[src/cas_pkg.sv]
// constants and carrier types for the charger alert and status block
package cas_pkg;
    // ==========================================================
    // timing
    localparam int unsigned CLK_PERIOD_NS = 100;
    localparam int unsigned WARMUP_US = 12000;
    localparam int unsigned WARMUP_CYCLES = WARMUP_US * 1000 / CLK_PERIOD_NS;
    localparam int unsigned WARM_W = 17;
    // ==========================================================
    // register indexes, byte address is four times the index
    localparam logic [9:0] IDX_CHG_STATE = 10'h034;
    localparam logic [9:0] IDX_LOOP = 10'h035;
    localparam logic [9:0] IDX_LIM_ALERT = 10'h036;
    localparam logic [9:0] IDX_ST_ALERT = 10'h037;
    localparam logic [9:0] IDX_LOOP_ALERT = 10'h038;
    localparam logic [9:0] IDX_LIM_EN = 10'h050;
    localparam logic [9:0] IDX_ST_EN = 10'h051;
    localparam logic [9:0] IDX_LOOP_EN = 10'h052;
    // ==========================================================
    // widths, used bits and reset values
    localparam int unsigned LOOP_W = 4;
    localparam int unsigned LIM_W = 16;
    localparam int unsigned ST_W = 11;
    localparam logic [15:0] LIM_USED = 16'hbfff;
    localparam logic [15:0] LIM_EN_RST = 16'h0000;
    localparam logic [10:0] ST_EN_RST = 11'h000;
    localparam logic [3:0] LOOP_EN_RST = 4'h0;
    // ==========================================================
    // limit alert bit positions
    localparam int unsigned LIM_VALID = 15;
    localparam int unsigned LIM_Q_LO = 13;
    localparam int unsigned LIM_Q_HI = 12;
    localparam int unsigned LIM_VB_LO = 11;
    localparam int unsigned LIM_VB_HI = 10;
    localparam int unsigned LIM_VI_LO = 9;
    localparam int unsigned LIM_VI_HI = 8;
    localparam int unsigned LIM_VS_LO = 7;
    localparam int unsigned LIM_VS_HI = 6;
    localparam int unsigned LIM_II_HI = 5;
    localparam int unsigned LIM_IB_LO = 4;
    localparam int unsigned LIM_DT_HI = 3;
    localparam int unsigned LIM_SR_HI = 2;
    localparam int unsigned LIM_COLD = 1;
    localparam int unsigned LIM_HOT = 0;
    // ==========================================================
    // carriers: measurement results and their limits
    typedef struct packed {
        logic [15:0] charge_count;
        logic signed [15:0] vbat;
        logic signed [15:0] vin;
        logic signed [15:0] vsys;
        logic signed [15:0] iin;
        logic signed [15:0] ibat;
        logic signed [15:0] die_temp;
        logic [15:0] bsr;
        logic signed [15:0] ntc_ratio;
    } cas_meas_s;
    typedef struct packed {
        logic [15:0] charge_count_lo;
        logic [15:0] charge_count_hi;
        logic signed [15:0] vbat_lo;
        logic signed [15:0] vbat_hi;
        logic signed [15:0] vin_lo;
        logic signed [15:0] vin_hi;
        logic signed [15:0] vsys_lo;
        logic signed [15:0] vsys_hi;
        logic signed [15:0] iin_hi;
        logic signed [15:0] ibat_lo;
        logic signed [15:0] die_temp_hi;
        logic [15:0] bsr_hi;
        logic signed [15:0] ntc_ratio_hi;
        logic signed [15:0] ntc_ratio_lo;
    } cas_lim_s;
endpackage

[src/cas_alert_ctrl.sv]
// charger status, sticky alerts and alert line with an apb slave
module cas_alert_ctrl #(
    parameter int unsigned WARMUP_CYCLES = cas_pkg::WARMUP_CYCLES
) (
    input wire logic pclk,
    input wire logic presetn,
    input wire logic psel,
    input wire logic penable,
    input wire logic pwrite,
    input wire logic [11:0] paddr,
    input wire logic [31:0] pwdata,
    output logic [31:0] prdata,
    output logic pready,
    output logic pslverr,
    input wire logic meas_cycle_done,
    input wire cas_pkg::cas_meas_s meas,
    input wire cas_pkg::cas_lim_s lim,
    input wire logic [3:0] loop_raw,
    input wire logic [10:0] state_raw,
    input wire logic ara_done,
    output logic smbalert_o,
    output logic smbalert_oe
);
    // ==========================================================
    // helpers
    // keeps only the highest set bit so the field stays exclusive
    function automatic logic [10:0] keep_one(input logic [10:0] v);
        logic [10:0] r;
        logic found;
        r = 11'h000;
        found = 1'b0;
        for (int i = 10; i >= 0; i--) begin
            if (v[i] && !found) begin
                r[i] = 1'b1;
                found = 1'b1;
            end
        end
        return r;
    endfunction

    // ==========================================================
    // declarations
    logic [3:0] loop_status; // regulation loop in control
    logic [10:0] chg_state; // exclusive charger state
    logic [10:0] chg_state_q; // state one cycle ago
    logic [3:0] loop_q; // loop status one cycle ago
    logic [15:0] lim_alert; // sticky limit alerts
    logic [10:0] st_alert; // sticky state alerts
    logic [3:0] loop_alert; // sticky loop alerts
    logic [15:0] lim_en; // limit alert enables
    logic [10:0] st_en; // state alert enables
    logic [3:0] loop_en; // loop alert enables
    logic [15:0] lim_hold; // conditions seen at last cycle end
    logic [16:0] warm_cnt; // warm-up counter
    logic meas_valid; // warm-up elapsed
    logic alert_pull; // alert line pulled low
    wire [10:0] state_one = keep_one(state_raw);
    wire [10:0] loop_one = keep_one({7'h00, loop_raw});
    wire [15:0] lim_cond;

    // ==========================================================
    // apb decode
    wire setup = psel & ~penable;
    wire access = psel & penable;
    wire [9:0] idx = paddr[11:2];
    wire aligned = (paddr[1:0] == 2'b00);
    wire hit_state = aligned & (idx == cas_pkg::IDX_CHG_STATE);
    wire hit_loop = aligned & (idx == cas_pkg::IDX_LOOP);
    wire hit_lim = aligned & (idx == cas_pkg::IDX_LIM_ALERT);
    wire hit_st = aligned & (idx == cas_pkg::IDX_ST_ALERT);
    wire hit_la = aligned & (idx == cas_pkg::IDX_LOOP_ALERT);
    wire hit_lim_en = aligned & (idx == cas_pkg::IDX_LIM_EN);
    wire hit_st_en = aligned & (idx == cas_pkg::IDX_ST_EN);
    wire hit_loop_en = aligned & (idx == cas_pkg::IDX_LOOP_EN);
    wire mapped = hit_state | hit_loop | hit_lim | hit_st | hit_la
                | hit_lim_en | hit_st_en | hit_loop_en;
    wire wr = access & pwrite & mapped;
    // read mux, unused bits read zero
    wire [31:0] read_word =
        hit_state ? {21'h00000, chg_state} :
        hit_loop ? {28'h0000000, loop_status} :
        hit_lim ? {16'h0000, lim_alert} :
        hit_st ? {21'h00000, st_alert} :
        hit_la ? {28'h0000000, loop_alert} :
        hit_lim_en ? {16'h0000, lim_en} :
        hit_st_en ? {21'h00000, st_en} :
        hit_loop_en ? {28'h0000000, loop_en} : 32'h00000000;

    // zero-wait answer, error on unmapped
    assign pready = 1'b1;
    assign pslverr = access & ~mapped;

    // read data captured in the setup cycle
    always_ff @(posedge pclk or negedge presetn) begin
        if (!presetn) begin
            prdata <= 32'h00000000;
        end else if (setup) begin
            prdata <= read_word;
        end
    end

    // enable registers
    always_ff @(posedge pclk or negedge presetn) begin
        if (!presetn) begin
            lim_en <= cas_pkg::LIM_EN_RST;
            st_en <= cas_pkg::ST_EN_RST;
            loop_en <= cas_pkg::LOOP_EN_RST;
        end else if (wr) begin
            if (hit_lim_en) begin
                lim_en <= pwdata[15:0] & cas_pkg::LIM_USED;
            end
            if (hit_st_en) begin
                st_en <= pwdata[10:0];
            end
            if (hit_loop_en) begin
                loop_en <= pwdata[3:0];
            end
        end
    end

    // ==========================================================
    // status sampling
    // exclusive state and loop bits
    always_ff @(posedge pclk or negedge presetn) begin
        if (!presetn) begin
            loop_status <= 4'h0;
            chg_state <= 11'h000;
            loop_q <= 4'h0;
            chg_state_q <= 11'h000;
        end else begin
            loop_status <= loop_one[3:0];
            chg_state <= state_one;
            loop_q <= loop_status;
            chg_state_q <= chg_state;
        end
    end

    // ==========================================================
    // warm-up timer
    // warm-up count from reset release
    always_ff @(posedge pclk or negedge presetn) begin
        if (!presetn) begin
            warm_cnt <= 17'h00000;
            meas_valid <= 1'b0;
        end else if (!meas_valid) begin
            if (warm_cnt == 17'(WARMUP_CYCLES - 1)) begin
                meas_valid <= 1'b1;
            end else begin
                warm_cnt <= warm_cnt + 17'h00001;
            end
        end
    end

    // ==========================================================
    // limit comparisons
    // valid results
    assign lim_cond[cas_pkg::LIM_VALID] = meas_valid;
    assign lim_cond[14] = 1'b0;
    assign lim_cond[cas_pkg::LIM_Q_LO] = meas.charge_count < lim.charge_count_lo;
    assign lim_cond[cas_pkg::LIM_Q_HI] = meas.charge_count > lim.charge_count_hi;
    assign lim_cond[cas_pkg::LIM_VB_LO] = meas.vbat < lim.vbat_lo;
    assign lim_cond[cas_pkg::LIM_VB_HI] = meas.vbat > lim.vbat_hi;
    assign lim_cond[cas_pkg::LIM_VI_LO] = meas.vin < lim.vin_lo;
    assign lim_cond[cas_pkg::LIM_VI_HI] = meas.vin > lim.vin_hi;
    assign lim_cond[cas_pkg::LIM_VS_LO] = meas.vsys < lim.vsys_lo;
    assign lim_cond[cas_pkg::LIM_VS_HI] = meas.vsys > lim.vsys_hi;
    assign lim_cond[cas_pkg::LIM_II_HI] = meas.iin > lim.iin_hi;
    assign lim_cond[cas_pkg::LIM_IB_LO] = meas.ibat < lim.ibat_lo;
    assign lim_cond[cas_pkg::LIM_DT_HI] = meas.die_temp > lim.die_temp_hi;
    assign lim_cond[cas_pkg::LIM_SR_HI] = meas.bsr > lim.bsr_hi;
    assign lim_cond[cas_pkg::LIM_COLD] = meas.ntc_ratio > lim.ntc_ratio_hi;
    assign lim_cond[cas_pkg::LIM_HOT] = meas.ntc_ratio < lim.ntc_ratio_lo;

    // conditions latched at measurement cycle end
    always_ff @(posedge pclk or negedge presetn) begin
        if (!presetn) begin
            lim_hold <= 16'h0000;
        end else if (meas_cycle_done) begin
            lim_hold <= lim_cond;
        end
    end

    // ==========================================================
    // sticky alert next values, a set wins over a clear
    // write of zero clears
    wire [15:0] lim_clr = (wr & hit_lim) ? ~pwdata[15:0] : 16'h0000;
    wire [10:0] st_clr = (wr & hit_st) ? ~pwdata[10:0] : 11'h000;
    wire [3:0] loop_clr = (wr & hit_la) ? ~pwdata[3:0] : 4'h0;
    wire [10:0] st_entry = chg_state & ~chg_state_q;
    wire [3:0] loop_entry = loop_status & ~loop_q;
    wire [15:0] next_lim = (lim_alert & lim_en & ~lim_clr) | (lim_en & lim_hold);
    wire [10:0] next_st = (st_alert & st_en & ~st_clr) | (st_en & st_entry);
    wire [3:0] next_loop = (loop_alert & loop_en & ~loop_clr) | (loop_en & loop_entry);
    wire new_rise = |(next_lim & ~lim_alert) | |(next_st & ~st_alert)
                  | |(next_loop & ~loop_alert);

    // alert registers
    always_ff @(posedge pclk or negedge presetn) begin
        if (!presetn) begin
            lim_alert <= 16'h0000;
            st_alert <= 11'h000;
            loop_alert <= 4'h0;
        end else begin
            lim_alert <= next_lim;
            st_alert <= next_st;
            loop_alert <= next_loop;
        end
    end

    // ==========================================================
    // alert line
    // held until the response completes
    always_ff @(posedge pclk or negedge presetn) begin
        if (!presetn) begin
            alert_pull <= 1'b0;
        end else if (new_rise) begin
            alert_pull <= 1'b1;
        end else if (ara_done) begin
            alert_pull <= 1'b0;
        end
    end

    // open-drain: drive low when enabled
    assign smbalert_o = 1'b0;
    assign smbalert_oe = alert_pull;
endmodule

[config.mk]
export PLATFORM = sky130hd
export DESIGN_NAME = cas_alert_ctrl
export DESIGN_NICKNAME = d
export VERILOG_FILES = /design/src/cas_pkg.sv /design/src/cas_alert_ctrl.sv
export SDC_FILE = /design/constraint.sdc
export NUM_CORES = 1
export LEC_CHECK = 0
export ABC_CLOCK_PERIOD_IN_PS = 5200
export BUFFER_PORTS_ARGS = -buffer_cell sky130_fd_sc_hd__buf_4
export CAP_MARGIN = 10
export CORE_MARGIN = 3
export CORE_UTILIZATION = 34
export DETAILED_ROUTE_END_ITERATION = 8
export PLACE_DENSITY = 0.62
export SLEW_MARGIN = 20
export SYNTH_ARGS = -nofsm -noshare
export SYNTH_HDL_FRONTEND = slang
export SYNTH_SLANG_ARGS = --single-unit
[constraint.sdc]
create_clock -name pclk -period 5.2 [get_ports pclk]
set_input_delay 1.04 -clock pclk [delete_from_list [all_inputs] [get_ports pclk]]
set_output_delay 1.04 -clock pclk [all_outputs]
set_load 0.02 [all_outputs]
## Word level (Yosys, flattened, before mapping)

Cells that the tools add are included.

| word-level totals | value |
|---|---|
| word-level logic and storage cells | 172 |
| input bits | 434 |
| register bits | 157 |
| output and inout port bits | 36 |

| operators by class | value |
|---|---|
| bitwise operators | 57 |
| multiplexer cells | 41 |
| $lt $le $gt $ge | 14 |
| add/sub/neg operators | 1 |
| reductions and logical operators | 35 |
| eq/ne operators | 9 |

Operator list:

| kind | number |
|---|---|
| $gt A16 B16 Y1 | 8 |
| $mux W16 | 7 |
| $lt A16 B16 Y1 | 6 |
| $and A16 B16 Y16 | 4 |
| $and A11 B11 Y11 | 5 |
| $eq A10 B6 Y1 const B | 5 |
| $not A16 Y16 | 3 |
| $not A11 Y11 | 4 |
| $eq A10 B7 Y1 const B | 3 |
| $mux W1 | 30 |
| $mux W11 | 2 |
| $and A4 B4 Y4 | 5 |
| $add A17 B1 Y17 const B | 1 |
| $eq A17 B17 Y1 const B | 1 |
| $and A1 B1 Y1 | 16 |
| $not A4 Y4 | 4 |
| $or A16 B16 Y16 | 1 |
| $reduce_or A16 Y1 | 1 |
| $logic_and A1 B1 Y1 | 13 |
| $logic_not A1 Y1 | 13 |
| $or A11 B11 Y11 | 1 |
| $reduce_or A11 Y1 | 1 |
| $or A1 B1 Y1 | 9 |
| $mux W4 | 2 |
| 6 further kinds | 12 |

## Logic depth before layout (Yosys ltp)

Gate-level depths: netlist (run 1).

| depth | value |
|---|---|
| word-level depth | 31 |
| gate-level depth with buffers | 8 |
| gate-level depth less buffers | 8 |

## Worst setup path before layout (run 1)

No wires, ideal clock.

| timing | value |
|---|---|
| kind | in2out |
| start | input paddr[2] |
| end | output pslverr |
| arrival | 2.154 ns |
| slack | 2.006 ns |
| stages on the path | 4 |
| path buffers | 2 |
| cell sequence | buf_2 > clkbuf_1 > a21oi_1 > nor3_1 |

| on the way | value |
|---|---|
| cells in the longest elaborated chain, start to end | 11 |
| elaborated cells between the ends (all ways) | 25 |
| those cells by class | eq/ne (8); bitwise (17) |

Ends and longest elaborated chain:

| element | line | RTL |
|---|---|---|
| start: declaration | cas_alert_ctrl.sv:10 | `input wire logic [11:0] paddr,` |
| $eq A10 B6 Y1, on equally long branches | cas_alert_ctrl.sv:67, cas_alert_ctrl.sv:68 |  |
| $and A1 B1 Y1, on equally long branches | cas_alert_ctrl.sv:67, cas_alert_ctrl.sv:68 |  |
| $or A1 B1 Y1 (4 in a row) | cas_alert_ctrl.sv:75 | `wire mapped = hit_state \| hit_loop \| hit_lim \| hit_st \| hit_la` |
| $or A1 B1 Y1 (2 in a row) | cas_alert_ctrl.sv:76 | `\| hit_lim_en \| hit_st_en \| hit_loop_en;` |
| $or A1 B1 Y1 * | cas_alert_ctrl.sv:76 |  |
| $not A1 Y1 * | cas_alert_ctrl.sv:91 | `assign pslverr = access & ~mapped;` |
| $and A1 B1 Y1 * | cas_alert_ctrl.sv:91 |  |
| end: declaration | cas_alert_ctrl.sv:14 | `output logic pslverr,` |

Every way passes the cells marked *; elsewhere a longest branch is shown, timed or not.

## Worst setup path in the final report (run 1)

| timing | value |
|---|---|
| start | input paddr[1] |
| end | output pslverr |

| on the way | value |
|---|---|
| cells in the longest elaborated chain, start to end | 11 |
| elaborated cells between the ends (all ways) | 18 |
| those cells by class | bitwise (17); reduce/logical (1) |

Ends and longest elaborated chain:

| element | line | RTL |
|---|---|---|
| $logic_not A2 Y1 * | cas_alert_ctrl.sv:66 | `wire aligned = (paddr[1:0] == 2'b00);` |
| $and A1 B1 Y1, on equally long branches | cas_alert_ctrl.sv:67, cas_alert_ctrl.sv:68 |  |
| $or A1 B1 Y1 (4 in a row) | cas_alert_ctrl.sv:75 |  |
| $or A1 B1 Y1 (2 in a row) | cas_alert_ctrl.sv:76 |  |
| $or A1 B1 Y1 * | cas_alert_ctrl.sv:76 |  |
| $not A1 Y1 * | cas_alert_ctrl.sv:91 |  |
| $and A1 B1 Y1 * | cas_alert_ctrl.sv:91 |  |

Marked as above.

==> metrics.txt, run 1 <==
CTS Hold Bufs 0; cell taking the most area after synthesis dfrtp_1; Avg Cell Area, Syn 8.90 um2; Setup crit start kind primary input; ANT cells 0; worst reg2reg path endpoint warm_cnt[12]$_DFFE_PN0P_; Initial Util 0.345; I/O Buffers 433; TritonCTS buffer count 17; async set-reset flop share out of synthesis 1.00; setup slack, reg-to-reg 3.25 ns; synth top area cells dfrtp_1, ha_1, inv_1, o21ai_0, a21oi_1; Synth top area share 0.291; Area Overhead vs Synth 35.8%; status finished, final reports clean; slew of the pin with the lowest slew margin 0.992 ns; CP Data Required Time 4.16 ns; PD cells 191 nW/um2; number of hold violations in the final report 0; fin cells 2,251; GP Congestion 0.939; Reg clk slew, reported paths 0.06 ns; synthesis warning total 0; die width 194 um; crit-path max FO 10; Max Slew Vio Count 0; vias in the first global route 11.4k; Leakage 8.65 nW; Worst path max stage delay 0.39 ns; cell count after placement 2,219; register bit total from synthesis 139; busiest grt layer met2; met2 usage 0.353; Synth cell types 76; Post-DP HPWL 32.6 mm; global-route wire length before repair 59.5 mm; clk sinks 139; boundary pin count 470; Critical Path Start paddr[1]; Slowest cell on crit path nor4b_4; Reg2Reg Depth 6; ratio of cells with drive above 1 in the final layout 0.286; Final setup viols 0; met1 Use GR 0.251; CP endpoint kind output pin; Iter 0 DRT Violations 381; min Tclk post-route 3.29 ns; Setup CP Type primary input to output pin; hold path cells 0; residual DRC count 0; average wire per standard cell 17.1 um; htree depth 4; MaxCap Viol Count 0; sequential fraction of the synthesis area 0.291; global route overflow 0; Peak VDD IR 0.161 mV; Top FF cell, synth dfrtp_1; synthesized area 12,000 um2; ANT nets after route 0; crit path cell chain buf_4 > nor4b_4 > nand4_4 > a21oi_1 > nor3_1 > buf_4; top-count cell post-synth inv_1; setup TNS 0 ns; Arr. time, crit path 2.25 ns; Post-synth EDFFs 0; Final Skew 0.00778 ns; Post-CTS Setup Bufs 0; final worst path period share 0.632; met3 GRT Util 0.0347; Synth Instances 1,344; RSZ-0062 raised after global routing false; Core ar. 34,600 um2; Post-synth top cells inv_1, ha_1, dfrtp_1, o21ai_0; Worst setup endpoint pslverr; Vias 11.1k; Root Buffer clkbuf_16; GRT Total Usage 0.199; TritonCTS clock tree built; insertion delay to the later sink of the worst-skew pair 0.42 ns; Worst R2R Start warm_cnt[0]$_DFFE_PN0P_; FP Rows 68; final design utilization 0.469; CTS max path bufs 2; pin count of the biggest net entering global routing 60; Routed WL 38.4 mm; TritonRoute pass-1 iters 4; Vias per Instance 4.94; Hold Path Class flip-flop to flip-flop; FMAX 0.304 GHz; initial antenna violation count 1; Final #Nets 2,436; die height 194 um; DIE AREA 37,500 um2; crit-path most repeated cell buf_4; Slew HR 0.333; post-cts sizing count 0
[per-layer routing]
metal	part of all wire	wire (um)	up-vias
met5	0.00026	10	-
met4	0.019	724	2
met3	0.045	1720	41
met2	0.50	19100	281
met1	0.44	16800	5180
li1	-	-	5623
[power breakdown]
group	switching, mW	internal [mW]	leakage [nW]
logic	0.360	0.409	6.51
registers	0.0291	1.11	1.87
clock network	0.491	0.711	0.272
total	0.880	2.23	8.65
[worst max-delay path: cells and delay by family]
family,cells,cell delay [ns]
AND/OR/NAND/NOR,3,0.74
AO/OA/AOI/OAI,1,0.19
buffers and inverters,2,0.28
[cell families after synthesis]
kind of cell,Yosys count,synth area share
other,2,0.000628
multiplexers,36,0.0366
flip-flops,139,0.291
AND/OR/NAND/NOR,318,0.151
adder cells (fa/ha/maj),219,0.229
buffers and inverters,281,0.0956
XOR/XNOR,17,0.0125
AO/OA/AOI/OAI,332,0.184
[stage by stage]
step / hold WS (ns) / setup slack, ns / total power, mW / cell area (um2)
after floorplan: 0.370 / 2.01 / 1.52 / 12000
after global routing: 0.433 / 1.77 / 3.30 / 16200
after global placement: 0.405 / 1.93 / 1.91 / 15700
after CTS: 0.414 / 1.93 / 3.14 / 16200
final: 0.408 / 1.91 / 3.11 / 16200
after detailed placement: 0.395 / 1.89 / 1.93 / 15700
[final cells by class]
type	count	area, um2
Fill cell	3377	18400
Multi-Input combinational cell	941	7400
Sequential cell	139	3480
Timing Repair Buffer	438	3290
Inverter	246	923
Tap cell	455	569
Clock buffer	20	437
Clock inverter	12	140
[registers in the layout (all words and copies together) (netlist names), 4 cells and up]
register and cells:
st_alert 11, loop_q 4, loop_status 4, lim_alert 15
loop_en 4, loop_alert 4, lim_hold 15, warm_cnt 17
chg_state 11, st_en 11, lim_en 15, chg_state_q 11
prdata 15
[placed cells by master (no fill, tap or decap), types with 9 or more instances in the layout]
master | netlist | layout
clkbuf_16 | 0 | 17
a21boi_0 | 13 | 13
xnor2_1 | 9 | 9
nand3_1 | 23 | 23
o21ai_0 | 78 | 78
a211oi_1 | 25 | 25
nand2_1 | 57 | 57
inv_1 | 245 | 245
mux2_4 | 10 | 10
nor2b_1 | 11 | 11
ha_1 | 219 | 219
nor3_1 | 21 | 21
a22oi_1 | 11 | 11
a21oi_1 | 61 | 61
a21o_1 | 23 | 23
nor3b_1 | 18 | 18
nor4_1 | 10 | 10
nand4_1 | 38 | 38
conb_1 | 2 | 19
mux2_2 | 22 | 22
o21a_1 | 40 | 40
buf_4 | 20 | 437
nor2_1 | 61 | 61
nand2b_1 | 29 | 29
dfrtp_1 | 139 | 139
[worst min-delay path by stage]
stage	from	endpoint	slack [ns]
floorplan	loop_status[0]$_DFF_PN0_	loop_q[0]$_DFF_PN0_	0.37
CTS	chg_state[10]$_DFF_PN0_	chg_state_q[10]$_DFF_PN0_	0.41
global route	chg_state[9]$_DFF_PN0_	chg_state_q[9]$_DFF_PN0_	0.43
global placement	chg_state[9]$_DFF_PN0_	chg_state_q[9]$_DFF_PN0_	0.40
finish	chg_state[10]$_DFF_PN0_	chg_state_q[10]$_DFF_PN0_	0.41
detailed placement	chg_state[10]$_DFF_PN0_	chg_state_q[10]$_DFF_PN0_	0.40
No activity file was read; power rests on OpenSTA's default activity.
==> run 2, diff against run 1 <==
--- a/config.mk
+++ b/config.mk
@@ -5,7 +5,8 @@
 export SDC_FILE = /design/constraint.sdc
 export NUM_CORES = 1
 export LEC_CHECK = 0
-export ABC_CLOCK_PERIOD_IN_PS = 5200
+export ABC_AREA = 1
+export ABC_CLOCK_PERIOD_IN_PS = 3300
 export BUFFER_PORTS_ARGS = -buffer_cell sky130_fd_sc_hd__buf_4
 export CAP_MARGIN = 10
 export CORE_MARGIN = 3
==> constraint.sdc (replaced) <==
create_clock -name pclk -period 3.3 [get_ports pclk]
set_input_delay 0.66 -clock pclk [delete_from_list [all_inputs] [get_ports pclk]]
set_output_delay 0.66 -clock pclk [all_outputs]
set_load 0.02 [all_outputs]
==> run 2 against run 1 <==
Net effect:
- non-clock buffer count grew 10
- via count grew 15%
- synthesized area grew 7.4%
- largest cell class unchanged
- sequential power grew 57%
- clock power grew 61%
- wire length grew 12%
==> metrics.txt, run 2 <==
Vias per Instance 4.68 (was 4.94); initial antenna violation count 1 (unchanged); die width 200 um (was 194 um); clk sinks 139 (unchanged); TritonCTS clock tree built (unchanged); PD cells 291 nW/um2 (was 191 nW/um2); Reg2Reg Depth 10 (was 6); Routed WL 43.2 mm (was 38.4 mm); max reg flops 17 (unchanged); die height 200 um (was 194 um); Post-synth top cells inv_1, nand2_1, ha_1, a21oi_1, dfrtp_1 (was inv_1, ha_1, dfrtp_1, o21ai_0); htree depth 4 (unchanged); Final #Nets 2,863 (was 2,436); TritonRoute pass-1 iters 5 (was 4); Synth Instances 1,768 (was 1,344); Arr. time, crit path 1.94 ns (was 2.25 ns); Post-synth EDFFs 0 (unchanged); DIE AREA 40,100 um2 (was 37,500 um2); highest layer used for signal routing met4 (was met5); crit-path max FO 7 (was 10); FP Rows 70 (was 68); Reg clk slew, reported paths 0.06 ns (about the same); Area Overhead vs Synth 34.1% (was 35.8%); commonest non-fill, non-tap cell in the layout buf_4 (unchanged); Setup crit start kind primary input (unchanged); Initial Util 0.347 (was 0.345); Leakage 9.75 nW (was 8.65 nW); Root Buffer clkbuf_16 (unchanged); min Tclk post-route 2.60 ns; Hold Path Class primary input to asynchronous set/reset pin (was flip-flop to flip-flop); Worst R2R Start warm_cnt[1]$_DFFE_PN0P_ (was warm_cnt[0]$_DFFE_PN0P_); Synth cell types 49 (was 76); post-cts sizing count 0 (unchanged); insertion delay to the later sink of the worst-skew pair 0.42 ns (about the same); total power 5.01 mW (was 3.11 mW); met1 wire length 18.1 mm (was 16.8 mm); Post-CTS Setup Bufs 0 (unchanged); register bit total from synthesis 139 (unchanged); average wire per standard cell 15.8 um (was 17.1 um); # fillers 3,769 (was 3,377); slew of the pin with the lowest slew margin 0.578 ns (was 0.992 ns); crit path cell chain buf_4 > inv_1 > nand2_1 > nor2_2 > nand2_2 > nor2_4 > nor2_2 > nand3_4 > nor2_1 > buf_4 (was buf_4 > nor4b_4 > nand4_4 > a21oi_1 > nor3_1 > buf_4); Critical Path Start paddr[5] (was paddr[1]); CTS Hold Bufs 0 (unchanged); Avg Cell Area, Syn 7.26 um2 (was 8.90 um2); CP Data Required Time 2.64 ns (was 4.16 ns); met3 WL 2.74 mm (was 1.72 mm); most frequent cells in the layout buf_4, inv_1, nand2_1, ha_1, a21oi_1 (was buf_4, inv_1, ha_1, dfrtp_1, o21ai_0); RSZ-0062 raised after global routing false (unchanged); setup slack, reg-to-reg 1.20 ns (was 3.25 ns); FMAX 0.384 GHz; worst reg2reg path endpoint warm_cnt[7]$_DFFE_PN0P_ (was warm_cnt[12]$_DFFE_PN0P_); Slowest cell on crit path nor2_2 (was nor4b_4); Final Worst Setup Slack 0.696 ns (was 1.91 ns); async set-reset flop share out of synthesis 1.00 (unchanged); Place WS 0.614 ns (was 1.89 ns); Vias 12.8k (was 11.1k); global-route wire length before repair 68.0 mm (was 59.5 mm); GRT Total Usage 0.210 (was 0.199); cell count after placement 2,695 (was 2,219); fin cells 2,726 (was 2,251); global route overflow 0 (unchanged); Iter 0 DRT Violations 587 (was 381); GP Congestion 0.920 (was 0.939); top-count cell post-synth inv_1 (unchanged); vias in the first global route 13.2k (was 11.4k); Most flops, register warm_cnt (unchanged); sequential fraction of the synthesis area 0.271 (was 0.291); Final Skew 0.00892 ns (was 0.00778 ns); Setup CP Type primary input to output pin (unchanged); TritonCTS buffer count 17 (unchanged); CTS max path bufs 2 (unchanged); Top FF cell, synth dfrtp_1 (unchanged); met2 wire length 21.0 mm (was 19.1 mm); ANT nets after route 0 (unchanged); boundary pin count 470 (unchanged); Worst path max stage delay 0.27 ns (was 0.39 ns); number of hold violations in the final report 0 (unchanged); Synth top area share 0.271 (was 0.291); final worst path period share 0.789; Peak VDD IR 0.335 mV (was 0.161 mV); residual DRC count 0 (unchanged); setup TNS 0 ns (unchanged); Slew HR 0.615 (was 0.333); synthesis warning total 0 (unchanged); MaxCap Viol Count 0 (unchanged); status finished, final reports clean (unchanged); pin count of the biggest net entering global routing 60 (unchanged); Worst Hold Slack 0.198 ns (was 0.408 ns); Post-DP HPWL 37.5 mm (was 32.6 mm); ratio of cells with drive above 1 in the final layout 0.243 (was 0.286); synth top area cells dfrtp_1, ha_1, inv_1, nand2_1, a21oi_1 (was dfrtp_1, ha_1, inv_1, o21ai_0, a21oi_1); Core ar. 37,000 um2 (was 34,600 um2); CP endpoint kind output pin (unchanged); Final setup viols 0 (unchanged); cell taking the most area after synthesis dfrtp_1 (unchanged); Max Slew Vio Count 0 (unchanged); I/O Buffers 433 (unchanged); synthesized area 12,800 um2 (was 12,000 um2)
[run 2: cell types whose count changed after synthesis, sizes merged, moves of 29 or more]
cell,before,now
inv,245,414
nand2b,29,0
nand3,24,75
nand2,58,327
o21a,40,6
o21ai,80,130
mux2,32,0
a21oi,61,147
[run 2: where the power goes]
| part | switching [mW] | internal [mW] |
|---|---|---|
| Combinational | 0.653 | 0.638 |
| Clock | 0.735 | 1.20 |
| Sequential | 0.0353 | 1.75 |
[run 2: how the worst max path moves through the flow]
stage	endpoint	slack (ns)	depth (start not counted)
3_5_place_dp	lim_en[7]$_DFFE_PN0P_	0.61	13
2_1_floorplan	pslverr	0.77	10
6_report	pslverr	0.70	10
3_3_place_gp	lim_en[8]$_DFFE_PN0P_	0.64	13
4_1_cts	pslverr	0.69	10
5_1_grt	pslverr	0.57	10
[run 2: logic make-up after synthesis]
kind of cell               Yosys count  synth area share
AOI/OAI and AO/OA                  325             0.142
xor gates and xnor gates            15            0.0102
adders and majority gates          219             0.213
buffers and inverters              456             0.143
DFF                                139             0.271
other                                2          0.000585
and+or+nand+nor                    612             0.219
[run 2: critical path: cells and delay by family]
kind	cells	cell delay, ns
buf+inv	3	0.32
simple gates	7	0.95
[run 2: layer usage]
layer | track usage | vias up
li1 | - | 6602
met3 | 0.0491 | 63
met4 | 0.0657 | 0
met5 | 0 | -
met1 | 0.254 | 5733
met2 | 0.369 | 371
[run 2: per-stage QoR]
stage | area [um2] | util
final | 17200 | 0.466
after global routing | 17200 | 0.466
after CTS | 17200 | 0.466
after detailed placement | 16600 | 0.450
after global placement | 16600 | 0.450
after floorplan | 12900 | -
[run 2: final cells by class]
type                       count  area, um2  area share
inverter                     414       1550      0.0902
tap                          504        631      0.0366
antenna                        1       2.50    0.000145
timing repair buffer         448       3380       0.196
multi-input combinational   1190       7590       0.441
clock buffer                  19        443      0.0257
sequential                   139       3480       0.202
clock inverter                11        148     0.00857
